==> src/rtl/cid_pkg.sv <==
// Package of constants for the cache identification register bank.
package cid_pkg;
	// ****************************************
	// Addresses.
	// ****************************************
	localparam logic [31:0] ADDR_LEVEL_ID = 32'hE000ED78;
	localparam logic [31:0] ADDR_TYPE_INFO = 32'hE000ED7C;
	localparam logic [31:0] ADDR_SIZE_ID = 32'hE000ED80;
	localparam logic [31:0] ADDR_SIZE_SELECT = 32'hE000ED84;
	// ****************************************
	// Fixed values and fields.
	// ****************************************
	localparam logic [31:0] LEVEL_ID_RESET = 32'h09000003;
	localparam logic [31:0] TYPE_INFO_VALUE = 32'h8303C003;
	localparam logic [2:0] LEVEL_PRESENT = 3'h1;
	localparam int LVL_UNIFY_LSB = 27;
	localparam int LVL_COHERE_LSB = 24;
	localparam int LVL_DCACHE_BIT = 1;
	localparam int LVL_ICACHE_BIT = 0;
	localparam int SEL_INSTR_BIT = 0;
	localparam int SIZE_SETS_LSB = 13;
	localparam int SIZE_WAYS_LSB = 3;
	localparam logic [3:0] SIZE_ATTR = 4'hF;
	localparam logic [14:0] D_SETS_M1 = 15'h00FF;
	localparam logic [9:0] D_WAYS_M1 = 10'h003;
	localparam logic [14:0] I_SETS_M1 = 15'h00FF;
	localparam logic [9:0] I_WAYS_M1 = 10'h001;
	localparam logic [2:0] LINE_CODE = 3'h1;
	localparam logic SELECT_RESET = 1'h0;
endpackage

==> src/rtl/cid_regs.sv <==
// Cache identification register bank on the privileged system path.
`timescale 1ns/1ps
module cid_regs (
	// Clock and reset
	input wire logic sys_clk,
	input wire logic rst,
	input wire logic clk_en,
	// Configuration
	input wire logic dcache_present,
	input wire logic icache_present,
	// Access port
	input wire logic acc_valid,
	input wire logic acc_write,
	input wire logic acc_priv,
	input wire logic [31:0] acc_addr,
	input wire logic [31:0] acc_wdata,
	// Answer
	output logic acc_done,
	output logic bus_error_exception,
	output logic [31:0] acc_rdata
);
	typedef struct packed {
		logic instr_sel;
		logic done;
		logic err;
		logic [31:0] rdata;
	} cid_state_t;

	cid_state_t st_reg;
	cid_state_t st_next;
	logic [31:0] size_word;
	logic [31:0] level_word;
	logic any_cache;

	cid_size_mux u_size (
		.instr_sel(st_reg.instr_sel),
		.dcache_present(dcache_present),
		.icache_present(icache_present),
		.size_word(size_word)
	);

	// ****************************************
	// Level word.
	// ****************************************
	assign any_cache = dcache_present | icache_present;
	always_comb begin
		level_word = 32'h00000000;
		level_word[cid_pkg::LVL_UNIFY_LSB +: 3] = any_cache ? cid_pkg::LEVEL_PRESENT : 3'h0;
		level_word[cid_pkg::LVL_COHERE_LSB +: 3] = any_cache ? cid_pkg::LEVEL_PRESENT : 3'h0;
		level_word[cid_pkg::LVL_DCACHE_BIT] = dcache_present;
		level_word[cid_pkg::LVL_ICACHE_BIT] = icache_present;
	end

	// ****************************************
	// Access handling.
	// ****************************************
	always_comb begin
		st_next = st_reg;
		st_next.done = 1'h0;
		st_next.err = 1'h0;
		if (acc_valid) begin
			if (!acc_priv) begin
				st_next.err = 1'h1;
				st_next.rdata = 32'h00000000;
			end else begin
				st_next.done = 1'h1;
				st_next.rdata = 32'h00000000;
				if (!acc_write) begin
					unique case (acc_addr)
						cid_pkg::ADDR_LEVEL_ID: st_next.rdata = level_word;
						cid_pkg::ADDR_TYPE_INFO: st_next.rdata = cid_pkg::TYPE_INFO_VALUE;
						cid_pkg::ADDR_SIZE_ID: st_next.rdata = size_word;
						cid_pkg::ADDR_SIZE_SELECT: st_next.rdata = {31'h0, st_reg.instr_sel};
						default: st_next.rdata = 32'h00000000;
					endcase
				end else if (acc_addr == cid_pkg::ADDR_SIZE_SELECT) begin
					st_next.instr_sel = acc_wdata[cid_pkg::SEL_INSTR_BIT];
				end
			end
		end
	end

	always_ff @(posedge sys_clk or posedge rst) begin
		if (rst) begin
			st_reg <= '0;
		end else if (clk_en) begin
			st_reg <= st_next;
		end
	end

	assign acc_done = st_reg.done;
	assign bus_error_exception = st_reg.err;
	assign acc_rdata = st_reg.rdata;

	// ****************************************
	// Checks.
	// ****************************************
	property p_unpriv_err;
		@(posedge sys_clk) disable iff (rst)
		(clk_en && acc_valid && !acc_priv) |=> (bus_error_exception && !acc_done);
	endproperty
	a_unpriv_err: assert property (p_unpriv_err) else $error("unprivileged access not faulted");
	property p_priv_done;
		@(posedge sys_clk) disable iff (rst)
		(clk_en && acc_valid && acc_priv) |=> (acc_done && !bus_error_exception);
	endproperty
	a_priv_done: assert property (p_priv_done) else $error("privileged access not done");
	property p_level_read;
		@(posedge sys_clk) disable iff (rst)
		(clk_en && acc_valid && acc_priv && !acc_write && acc_addr == cid_pkg::ADDR_LEVEL_ID
			&& dcache_present && icache_present) |=> (acc_rdata == cid_pkg::LEVEL_ID_RESET);
	endproperty
	a_level_read: assert property (p_level_read) else $error("level word wrong");
	property p_type_read;
		@(posedge sys_clk) disable iff (rst)
		(clk_en && acc_valid && acc_priv && !acc_write && acc_addr == cid_pkg::ADDR_TYPE_INFO)
			|=> (acc_rdata == 32'h8303C003);
	endproperty
	a_type_read: assert property (p_type_read) else $error("type word wrong");
	property p_no_cache_level;
		@(posedge sys_clk) disable iff (rst)
		(!dcache_present && !icache_present) |-> (level_word == 32'h00000000);
	endproperty
	a_no_cache_level: assert property (p_no_cache_level) else $error("level not zero");
	property p_absent_zero;
		@(posedge sys_clk) disable iff (rst)
		(st_reg.instr_sel ? !icache_present : !dcache_present) |-> (size_word == 32'h00000000);
	endproperty
	a_absent_zero: assert property (p_absent_zero) else $error("absent size not zero");
	property p_sel_write;
		@(posedge sys_clk) disable iff (rst)
		(clk_en && acc_valid && acc_priv && acc_write && acc_addr == cid_pkg::ADDR_SIZE_SELECT)
			|=> (st_reg.instr_sel == $past(acc_wdata[0]));
	endproperty
	a_sel_write: assert property (p_sel_write) else $error("selection not stored");
	property p_size_geom;
		@(posedge sys_clk) disable iff (rst)
		(!st_reg.instr_sel && dcache_present) |-> (size_word == 32'hF01FE019);
	endproperty
	a_size_geom: assert property (p_size_geom) else $error("data size word wrong");
	property p_sel_level_zero;
		@(posedge sys_clk) disable iff (rst)
		(clk_en && acc_valid && acc_priv && !acc_write && acc_addr == cid_pkg::ADDR_SIZE_SELECT)
			|=> (acc_rdata[31:1] == 31'h0);
	endproperty
	a_sel_level_zero: assert property (p_sel_level_zero) else $error("level field set");
	property p_ro_hold;
		@(posedge sys_clk) disable iff (rst)
		(clk_en && acc_valid && acc_write && acc_addr != cid_pkg::ADDR_SIZE_SELECT)
			|=> $stable(st_reg.instr_sel);
	endproperty
	a_ro_hold: assert property (p_ro_hold) else $error("read-only write changed state");
	property p_type_fields;
		@(posedge sys_clk) disable iff (rst)
		(clk_en && acc_valid && acc_priv && !acc_write && acc_addr == cid_pkg::ADDR_TYPE_INFO)
			|=> (acc_rdata[31:29] == 3'h4 && acc_rdata[28] == 1'h0
			&& acc_rdata[27:24] == 4'h3 && acc_rdata[23:20] == 4'h0
			&& acc_rdata[19:16] == 4'h3 && acc_rdata[15:14] == 2'h3
			&& acc_rdata[13:4] == 10'h000 && acc_rdata[3:0] == 4'h3);
	endproperty
	a_type_fields: assert property (p_type_fields) else $error("type field wrong");
	property p_level_fields;
		@(posedge sys_clk) disable iff (rst)
		(clk_en && acc_valid && acc_priv && !acc_write && acc_addr == cid_pkg::ADDR_LEVEL_ID)
			|=> (acc_rdata[31:30] == 2'h0 && acc_rdata[23:2] == 22'h000000
			&& acc_rdata[1] == $past(dcache_present) && acc_rdata[0] == $past(icache_present));
	endproperty
	a_level_fields: assert property (p_level_fields) else $error("level field wrong");
	property p_instr_geom;
		@(posedge sys_clk) disable iff (rst)
		(st_reg.instr_sel && icache_present) |-> (size_word == 32'hF01FE009);
	endproperty
	a_instr_geom: assert property (p_instr_geom) else $error("instr size word wrong");
	c_fault: cover property (@(posedge sys_clk) disable iff (rst) bus_error_exception);
	c_instr_sel: cover property (@(posedge sys_clk) disable iff (rst) st_reg.instr_sel);
	c_size_read: cover property (@(posedge sys_clk) disable iff (rst)
		acc_valid && acc_priv && acc_addr == cid_pkg::ADDR_SIZE_ID);
endmodule // cid_regs

==> src/rtl/cid_size_mux.sv <==
// Size word generator for the selected cache.
`timescale 1ns/1ps
module cid_size_mux (
	// Selection and configuration
	input wire logic instr_sel,
	input wire logic dcache_present,
	input wire logic icache_present,
	// Size word
	output logic [31:0] size_word
);
	always_comb begin
		if (instr_sel) begin
			size_word = icache_present ? {cid_pkg::SIZE_ATTR, cid_pkg::I_SETS_M1,
				cid_pkg::I_WAYS_M1, cid_pkg::LINE_CODE} : 32'h00000000;
		end else begin
			size_word = dcache_present ? {cid_pkg::SIZE_ATTR, cid_pkg::D_SETS_M1,
				cid_pkg::D_WAYS_M1, cid_pkg::LINE_CODE} : 32'h00000000;
		end
	end
endmodule // cid_size_mux

==> config.mk <==
export PLATFORM = sky130hd
export DESIGN_NAME = cid_regs
export DESIGN_NICKNAME = d
export VERILOG_FILES = /design/src/rtl/cid_pkg.sv /design/src/rtl/cid_regs.sv /design/src/rtl/cid_size_mux.sv
export SDC_FILE = /design/constraint.sdc
export NUM_CORES = 1
export LEC_CHECK = 0
export ABC_AREA = 1
export BUFFER_PORTS_ARGS = -buffer_cell sky130_fd_sc_hd__buf_2
export CAP_MARGIN = 20
export CORE_ASPECT_RATIO = 1.4
export CORE_MARGIN = 2
export CORE_UTILIZATION = 35
export DETAILED_ROUTE_END_ITERATION = 16
export GPL_TIMING_DRIVEN = 1
export PLACE_DENSITY = 0.66
export SYNTH_ARGS = -nofsm -noshare
export SYNTH_HDL_FRONTEND = slang
export SYNTH_HIERARCHICAL = 1
export SYNTH_SLANG_ARGS = --single-unit
==> constraint.sdc <==
create_clock -name sys_clk -period 1.15 [get_ports sys_clk]
set_input_delay 0.23 -clock sys_clk [delete_from_list [all_inputs] [get_ports sys_clk]]
set_output_delay 0.23 -clock sys_clk [all_outputs]
set_load 0.01 [all_outputs]
==> results of run 1 <==
==> metal layers <==
| layer | GRT usage [%] | share of wire, % |
|---|---|---|
| met1 | 13.4 | 42 |
| met5 | 0 | 0 |
| met4 | 6.24 | 1.9 |
| met3 | 3.04 | 6.7 |
| met2 | 22.5 | 50 |
==> power by group <==
group | switching, mW | internal (mW)
clock network | 0.426 | 0.633
registers | 0.00273 | 1.24
logic | 0.139 | 0.111
==> cell type report <==
class | instances | share of cell area (%)
inverters | 28 | 4.14
well taps | 72 | 3.46
multi-input cells | 195 | 33.8
clock buffers | 5 | 2.65
repair buffers | 91 | 20.8
clock inverters | 2 | 1.44
flip-flops and latches | 35 | 33.7
==> layout by cell type, fill, tap and decap left out, drive strengths merged <==
master       count
nor2            26
bufinv           1
conb            17
clkinvlp         1
nand2          108
o21ai           30
o22ai            1
dfrtp           35
inv             28
or2              1
dlygate4sd3      1
clkbuf           5
buf             90
nand3           11
and2             1
==> worst min-delay path, cell delays in order <==
cell and delay [ps]:
buf_2 70, nand2_1 40, nand2_1 60
==> timing repair <==
action / 4_1_cts / 5_1_grt
hold endpoints to repair: 35 / 0
gates resized for setup: 0 / 11
setup buffers: 0 / 0
hold buffers: 1 / 0
setup endpoints to repair: 0 / 12
==> logic make-up (layout without fill, tap and decap cells) <==
kind of cell / count (synthesis) / in the layout / synth area share, %
AO/OA/AOI/OAI: 31 / 31 / 6.85
buffers and inverters: 98 / 126 / 26.9
flip-flops: 35 / 35 / 38.4
other: 1 / 17 / 0.164
AND/OR/NAND/NOR: 147 / 147 / 27.7
==> how the worst min path moves through the flow <==
stage | depth (start not counted) | start | slack [ps] | end
after global placement | 3 | rst | 290 | acc_rdata[10]$_DFFE_PP0P_
after detailed placement | 3 | rst | 290 | acc_rdata[10]$_DFFE_PP0P_
after floorplan | 1 | acc_priv | 330 | bus_error_exception$_DFFE_PP0P_
final | 3 | acc_wdata[0] | 150 | st_reg[34]$_DFFE_PP0P_
after global routing | 3 | acc_wdata[0] | 160 | st_reg[34]$_DFFE_PP0P_
after CTS | 3 | acc_wdata[0] | 140 | st_reg[34]$_DFFE_PP0P_
==> per-stage QoR <==
stage | hold slack (ps) | power [mW] | cells
CTS | 142 | 2.59 | 428
finish | 149 | 2.55 | 428
global placement | 288 | 1.51 | 420
global route | 163 | 2.67 | 428
detailed placement | 293 | 1.51 | 420
floorplan | 330 | 1.45 | 328
==> results.py, run 1 <==
metrics = {
    "status": {
        "status": "finished clean",
    },
    "setup_path": {
        "max_stage_delay_ps": 170,
        "path_cells": "buf_2 > nor2_2 > and2_1 > nand2_2 > nor2_4 > nand2_2 > buf_4 > inv_4 > nor2_1 > o21ai_1",
        "critPathTopFamily": "simple AND/OR/NAND/NOR gates",
        "cp-start-kind": "input pin",
        "crit_path_top_delay_cell": "nor2_4",
        "worstPathArrival_ps": 1270,
        "startpoint": "acc_addr[21]",
        "reg2reg_to": "acc_rdata[15]$_DFFE_PP0P_",
        "worstSetupPathDepth": 10,
        "reg2reg_slack_ps": 90,
        "required_ps": 1360,
        "reg2reg_depth": 6,
        "crit_top_cell": "nand2_2",
        "reg2reg_from": "st_reg[34]$_DFFE_PP0P_",
        "cp-end-kind": "register",
        "critical_path_buf_inv_count": 3,
        "crit_end": "acc_rdata[15]$_DFFE_PP0P_",
        "worst-path-max-fanout": 6,
        "criticalPathCategory": "input pin to register",
    },
    "synthesis": {
        "netlist_area_um2": 2280,
        "avgSynthCellArea_um2": 7.31,
        "async_reset_ff_share_pct": 100,
        "synth_seq_cells": 35,
        "netlist_instances": 312,
        "synth_edf_count": 0,
        "yosysUniqueCellTypes": 20,
        "synth.most_common_cell": "nand2_1",
        "ys.warnings.count": 6,
        "ys_seq_area_share_pct": 38.4,
        "synth_top_area_share_pct": 38.4,
        "yosys.area.top_type": "dfrtp_1",
        "netlist_top_cells_count": "nand2_1 (98), buf_4 (62), dfrtp_1 (35), o21ai_1 (26), inv_1 (21)",
        "synth_ff_type": "dfrtp_1",
        "synthTopCellsByArea": "dfrtp_1 (38%), buf_4 (20%), nand2_1 (16%)",
    },
    "drt": {
        "first_iter_violations": 78,
        "firstDrtPassIters": 4,
        "ant_nets": 0,
        "wire_per_inst_um": 9.59,
        "via_per_inst": 4.17,
        "drt-total-wl_mm": 4.10,
        "drc": 0,
        "vias": 1784,
    },
    "sta": {
        "tns_ps": 0,
        "hold_viol": 0,
        "setup_slack_ps": 83.3,
        "fin_crit_ps": 1070,
        "finalClockSkew_ps": 9.55,
        "finalCritPeriodShare_pct": 92.8,
        "setup_viol": 0,
        "max_freq_mhz": 937,
        "drv_slew": 0,
        "rsz0062_at_grt": "yes",
    },
    "finish": {
        "fillCellCount": 633,
        "area_growth_pct": 13.9,
        "largest_register_ffs": 32,
        "antennaDiodeCount": 0,
        "seq_area_um2": 876,
        "multi_input_area_um2": 878,
        "fin_nets": 428,
        "fin_util_pct": 41.6,
        "fin_area_um2": 2600,
        "drive_gt1_share_pct": 36.0,
    },
    "place": {
        "hpwlAfterDp_mm": 3.12,
        "placed_area_um2": 2450,
        "place_ws_ps": -229,
        "gp_congestion": 0.733,
        "io_buffers": 74,
    },
    "clock_network": {
        "clock_path_buffers": 2,
        "clk_pin_slew_worst_paths_ps": 80,
        "cts_tree": "built",
        "cts_buffers": 5,
        "cts_sinks": 35,
        "insertion_delay_ps": 290,
        "htree_num_levels": 2,
        "root_buffer": "clkbuf_8",
    },
    "job": {
        "cap_violations": 0,
    },
    "floorplan": {
        "initial_core_util_pct": 36.5,
        "ioPinCount": 106,
        "core_um2": 6250,
        "rows": 34,
        "die_w_um": 72.2,
        "fp.dieH_um": 99.5,
        "die_area_um2": 7190,
    },
    "global_route": {
        "grt_pass1_wl_mm": 7.16,
        "grtUsageTotal_pct": 12.6,
        "grt_max_degree": 36,
        "antenna_found_initial": 0,
        "grt_pass1_vias": 1688,
        "grt_remaining_overflow": 0,
    },
    "power_and_ir_drop": {
        "max-vdd-ir-drop_mv": 0.418,
        "p_leak_nw": 1.46,
        "powerDensity_nw_per_um2": 980,
    },
    "min_path": {
        "hold_class": "input pin to register",
    },
}
Note: power is estimated with default switching activity, not from simulation.
==> inputs of run 2 (changes only) <==
--- a/config.mk
+++ b/config.mk
@@ -6,6 +6,7 @@
 export NUM_CORES = 1
 export LEC_CHECK = 0
 export ABC_AREA = 1
+export ABC_CLOCK_PERIOD_IN_PS = 1200
 export BUFFER_PORTS_ARGS = -buffer_cell sky130_fd_sc_hd__buf_2
 export CAP_MARGIN = 20
 export CORE_ASPECT_RATIO = 1.4
==> constraint.sdc (replaced) <==
create_clock -name sys_clk -period 1.2 [get_ports sys_clk]
set_input_delay 0.24 -clock sys_clk [delete_from_list [all_inputs] [get_ports sys_clk]]
set_output_delay 0.24 -clock sys_clk [all_outputs]
set_load 0.01 [all_outputs]
==> results.py, run 2 (synthesized netlist as in run 1, its figures left out) <==
metrics = {
    "floorplan": {
        "ioPinCount": 106,
        "initial_core_util_pct": 36.5,
        "rows": 34,
        "core_um2": 6250,
        "die_area_um2": 7190,
        "die_w_um": 72.2,
        "fp.dieH_um": 99.5,
    },
    "drt": {
        "drc": 0,
        "drt-total-wl_mm": 4.06,
        "vias": 1767,
        "ant_nets": 0,
        "firstDrtPassIters": 4,
        "via_per_inst": 4.16,
        "first_iter_violations": 79,
        "wire_per_inst_um": 9.56,
    },
    "place": {
        "place_inst": 418,
        "hpwlAfterDp_mm": 3.13,
        "place_ws_ps": -199,
        "gp_congestion": 0.723,
        "io_buffers": 74,
    },
    "clock_network": {
        "cts_sinks": 35,
        "root_buffer": "clkbuf_8",
        "clk_pin_slew_worst_paths_ps": 60,
        "insertion_delay_ps": 280,
        "cts_tree": "built",
        "cts_buffers": 5,
        "cts-resized-gates": 0,
        "cts_setup_buffers": 0,
        "clock_path_buffers": 2,
        "cts_hold_buf": 0,
        "htree_num_levels": 2,
    },
    "finish": {
        "fin_util_pct": 40.8,
        "final_cell_mix": "nand2_1 (96), buf_2 (74), dfrtp_1 (35)",
        "final_common_cell": "nand2_1",
        "antennaDiodeCount": 0,
        "fin_nets": 425,
        "largest_register_ffs": 32,
        "drive_gt1_share_pct": 35.1,
        "area_growth_pct": 11.7,
        "post_layout_nonfiller_instances": 425,
    },
    "sta": {
        "drv_slew": 0,
        "setup_viol": 0,
        "finalCritPeriodShare_pct": 89.7,
        "finalClockSkew_ps": 5.83,
        "fin_crit_ps": 1080,
        "setup_slack_ps": 123,
        "rsz0062_at_grt": "yes",
        "hold_viol": 0,
        "max_freq_mhz": 929,
    },
    "setup_path": {
        "worstPathArrival_ps": 1280,
        "worst-path-max-fanout": 6,
        "cp-start-kind": "input pin",
        "criticalPathCategory": "input pin to register",
        "cp-end-kind": "register",
        "required_ps": 1400,
    },
    "power_and_ir_drop": {
        "powerDensity_nw_per_um2": 884,
        "max-vdd-ir-drop_mv": 0.330,
        "p_leak_nw": 1.44,
    },
    "global_route": {
        "grtUsageTotal_pct": 12.3,
        "grt_max_degree": 36,
        "grt_pass1_vias": 1736,
        "grt_pass1_wl_mm": 7.14,
        "grt_remaining_overflow": 0,
        "antenna_found_initial": 0,
    },
    "job": {
        "cap_violations": 0,
    },
    "min_path": {
        "hold_class": "input pin to asynchronous set/reset pin",
    },
    "status": {
        "status": "finished clean",
    },
}
==> run 2: through the flow <==
| stage | cell area, um2 | TNS [ps] | hold WS (ps) | power [mW] |
|---|---|---|---|---|
| after CTS | 2520 | 0 | 0.0714 | 2.28 |
| after global placement | 2440 | -2150 | 298 | 1.44 |
| after detailed placement | 2440 | -2830 | 302 | 1.44 |
| after global routing | 2550 | -9.62 | 10.5 | 2.37 |
| after floorplan | 2340 | 0 | 340 | 1.39 |
| final | 2550 | 0 | 0.166 | 2.25 |
==> run 2: layout make-up <==
class | instances | area [um2]
clock inverters | 1 | 5.00
multi-input cells | 195 | 873
inverters | 28 | 105
clock buffers | 6 | 82.6
well taps | 72 | 90.1
repair buffers | 88 | 517
fillers | 665 | 3700
flip-flops and latches | 35 | 876
==> run 2: path summary, 6_finish.rpt <==
| check | startpoint | to | slack, ps | cells after the start |
|---|---|---|---|---|
| max | acc_addr[23] | acc_rdata[15]$_DFFE_PP0P_ | 120 | 10 |
| min | rst | acc_rdata[7]$_DFFE_PP0P_ | 0.2 | 3 |
| max reg2reg | st_reg[34]$_DFFE_PP0P_ | acc_rdata[30]$_DFFE_PP0P_ | 150 | 6 |
| min reg2reg | acc_rdata[1]$_DFFE_PP0P_ | acc_rdata[1]$_DFFE_PP0P_ | 470 | 2 |
| max in group asynchronous | rst | acc_rdata[26]$_DFFE_PP0P_ | 1030 | 3 |
| min in group sys_clk | acc_wdata[0] | st_reg[34]$_DFFE_PP0P_ | 150 | 3 |
==> run 2: worst max-delay path, cell delays in order <==
cell	delay (ps)
buf_2	100
nor2_2	80
and2_1	120
nand2_1	70
nor2_4	180
nand2_2	90
buf_4	140
inv_2	90
nor2_1	50
o21ai_1	130
==> run 2: metal layers <==
metal  up-vias  part of all wire (%)  GRT usage (%)
met5         -                     0              0
met2        62                    53           24.1
met3         7                   6.7           2.33
met4         0                   1.6           4.79
met1       746                    39           12.3
li1        952                     -              -
==> run 2: power by group <==
part	switching [mW]	internal, mW
clock	0.385	0.450
combinational	0.130	0.0998
sequential	0.00272	1.19
total	0.518	1.73
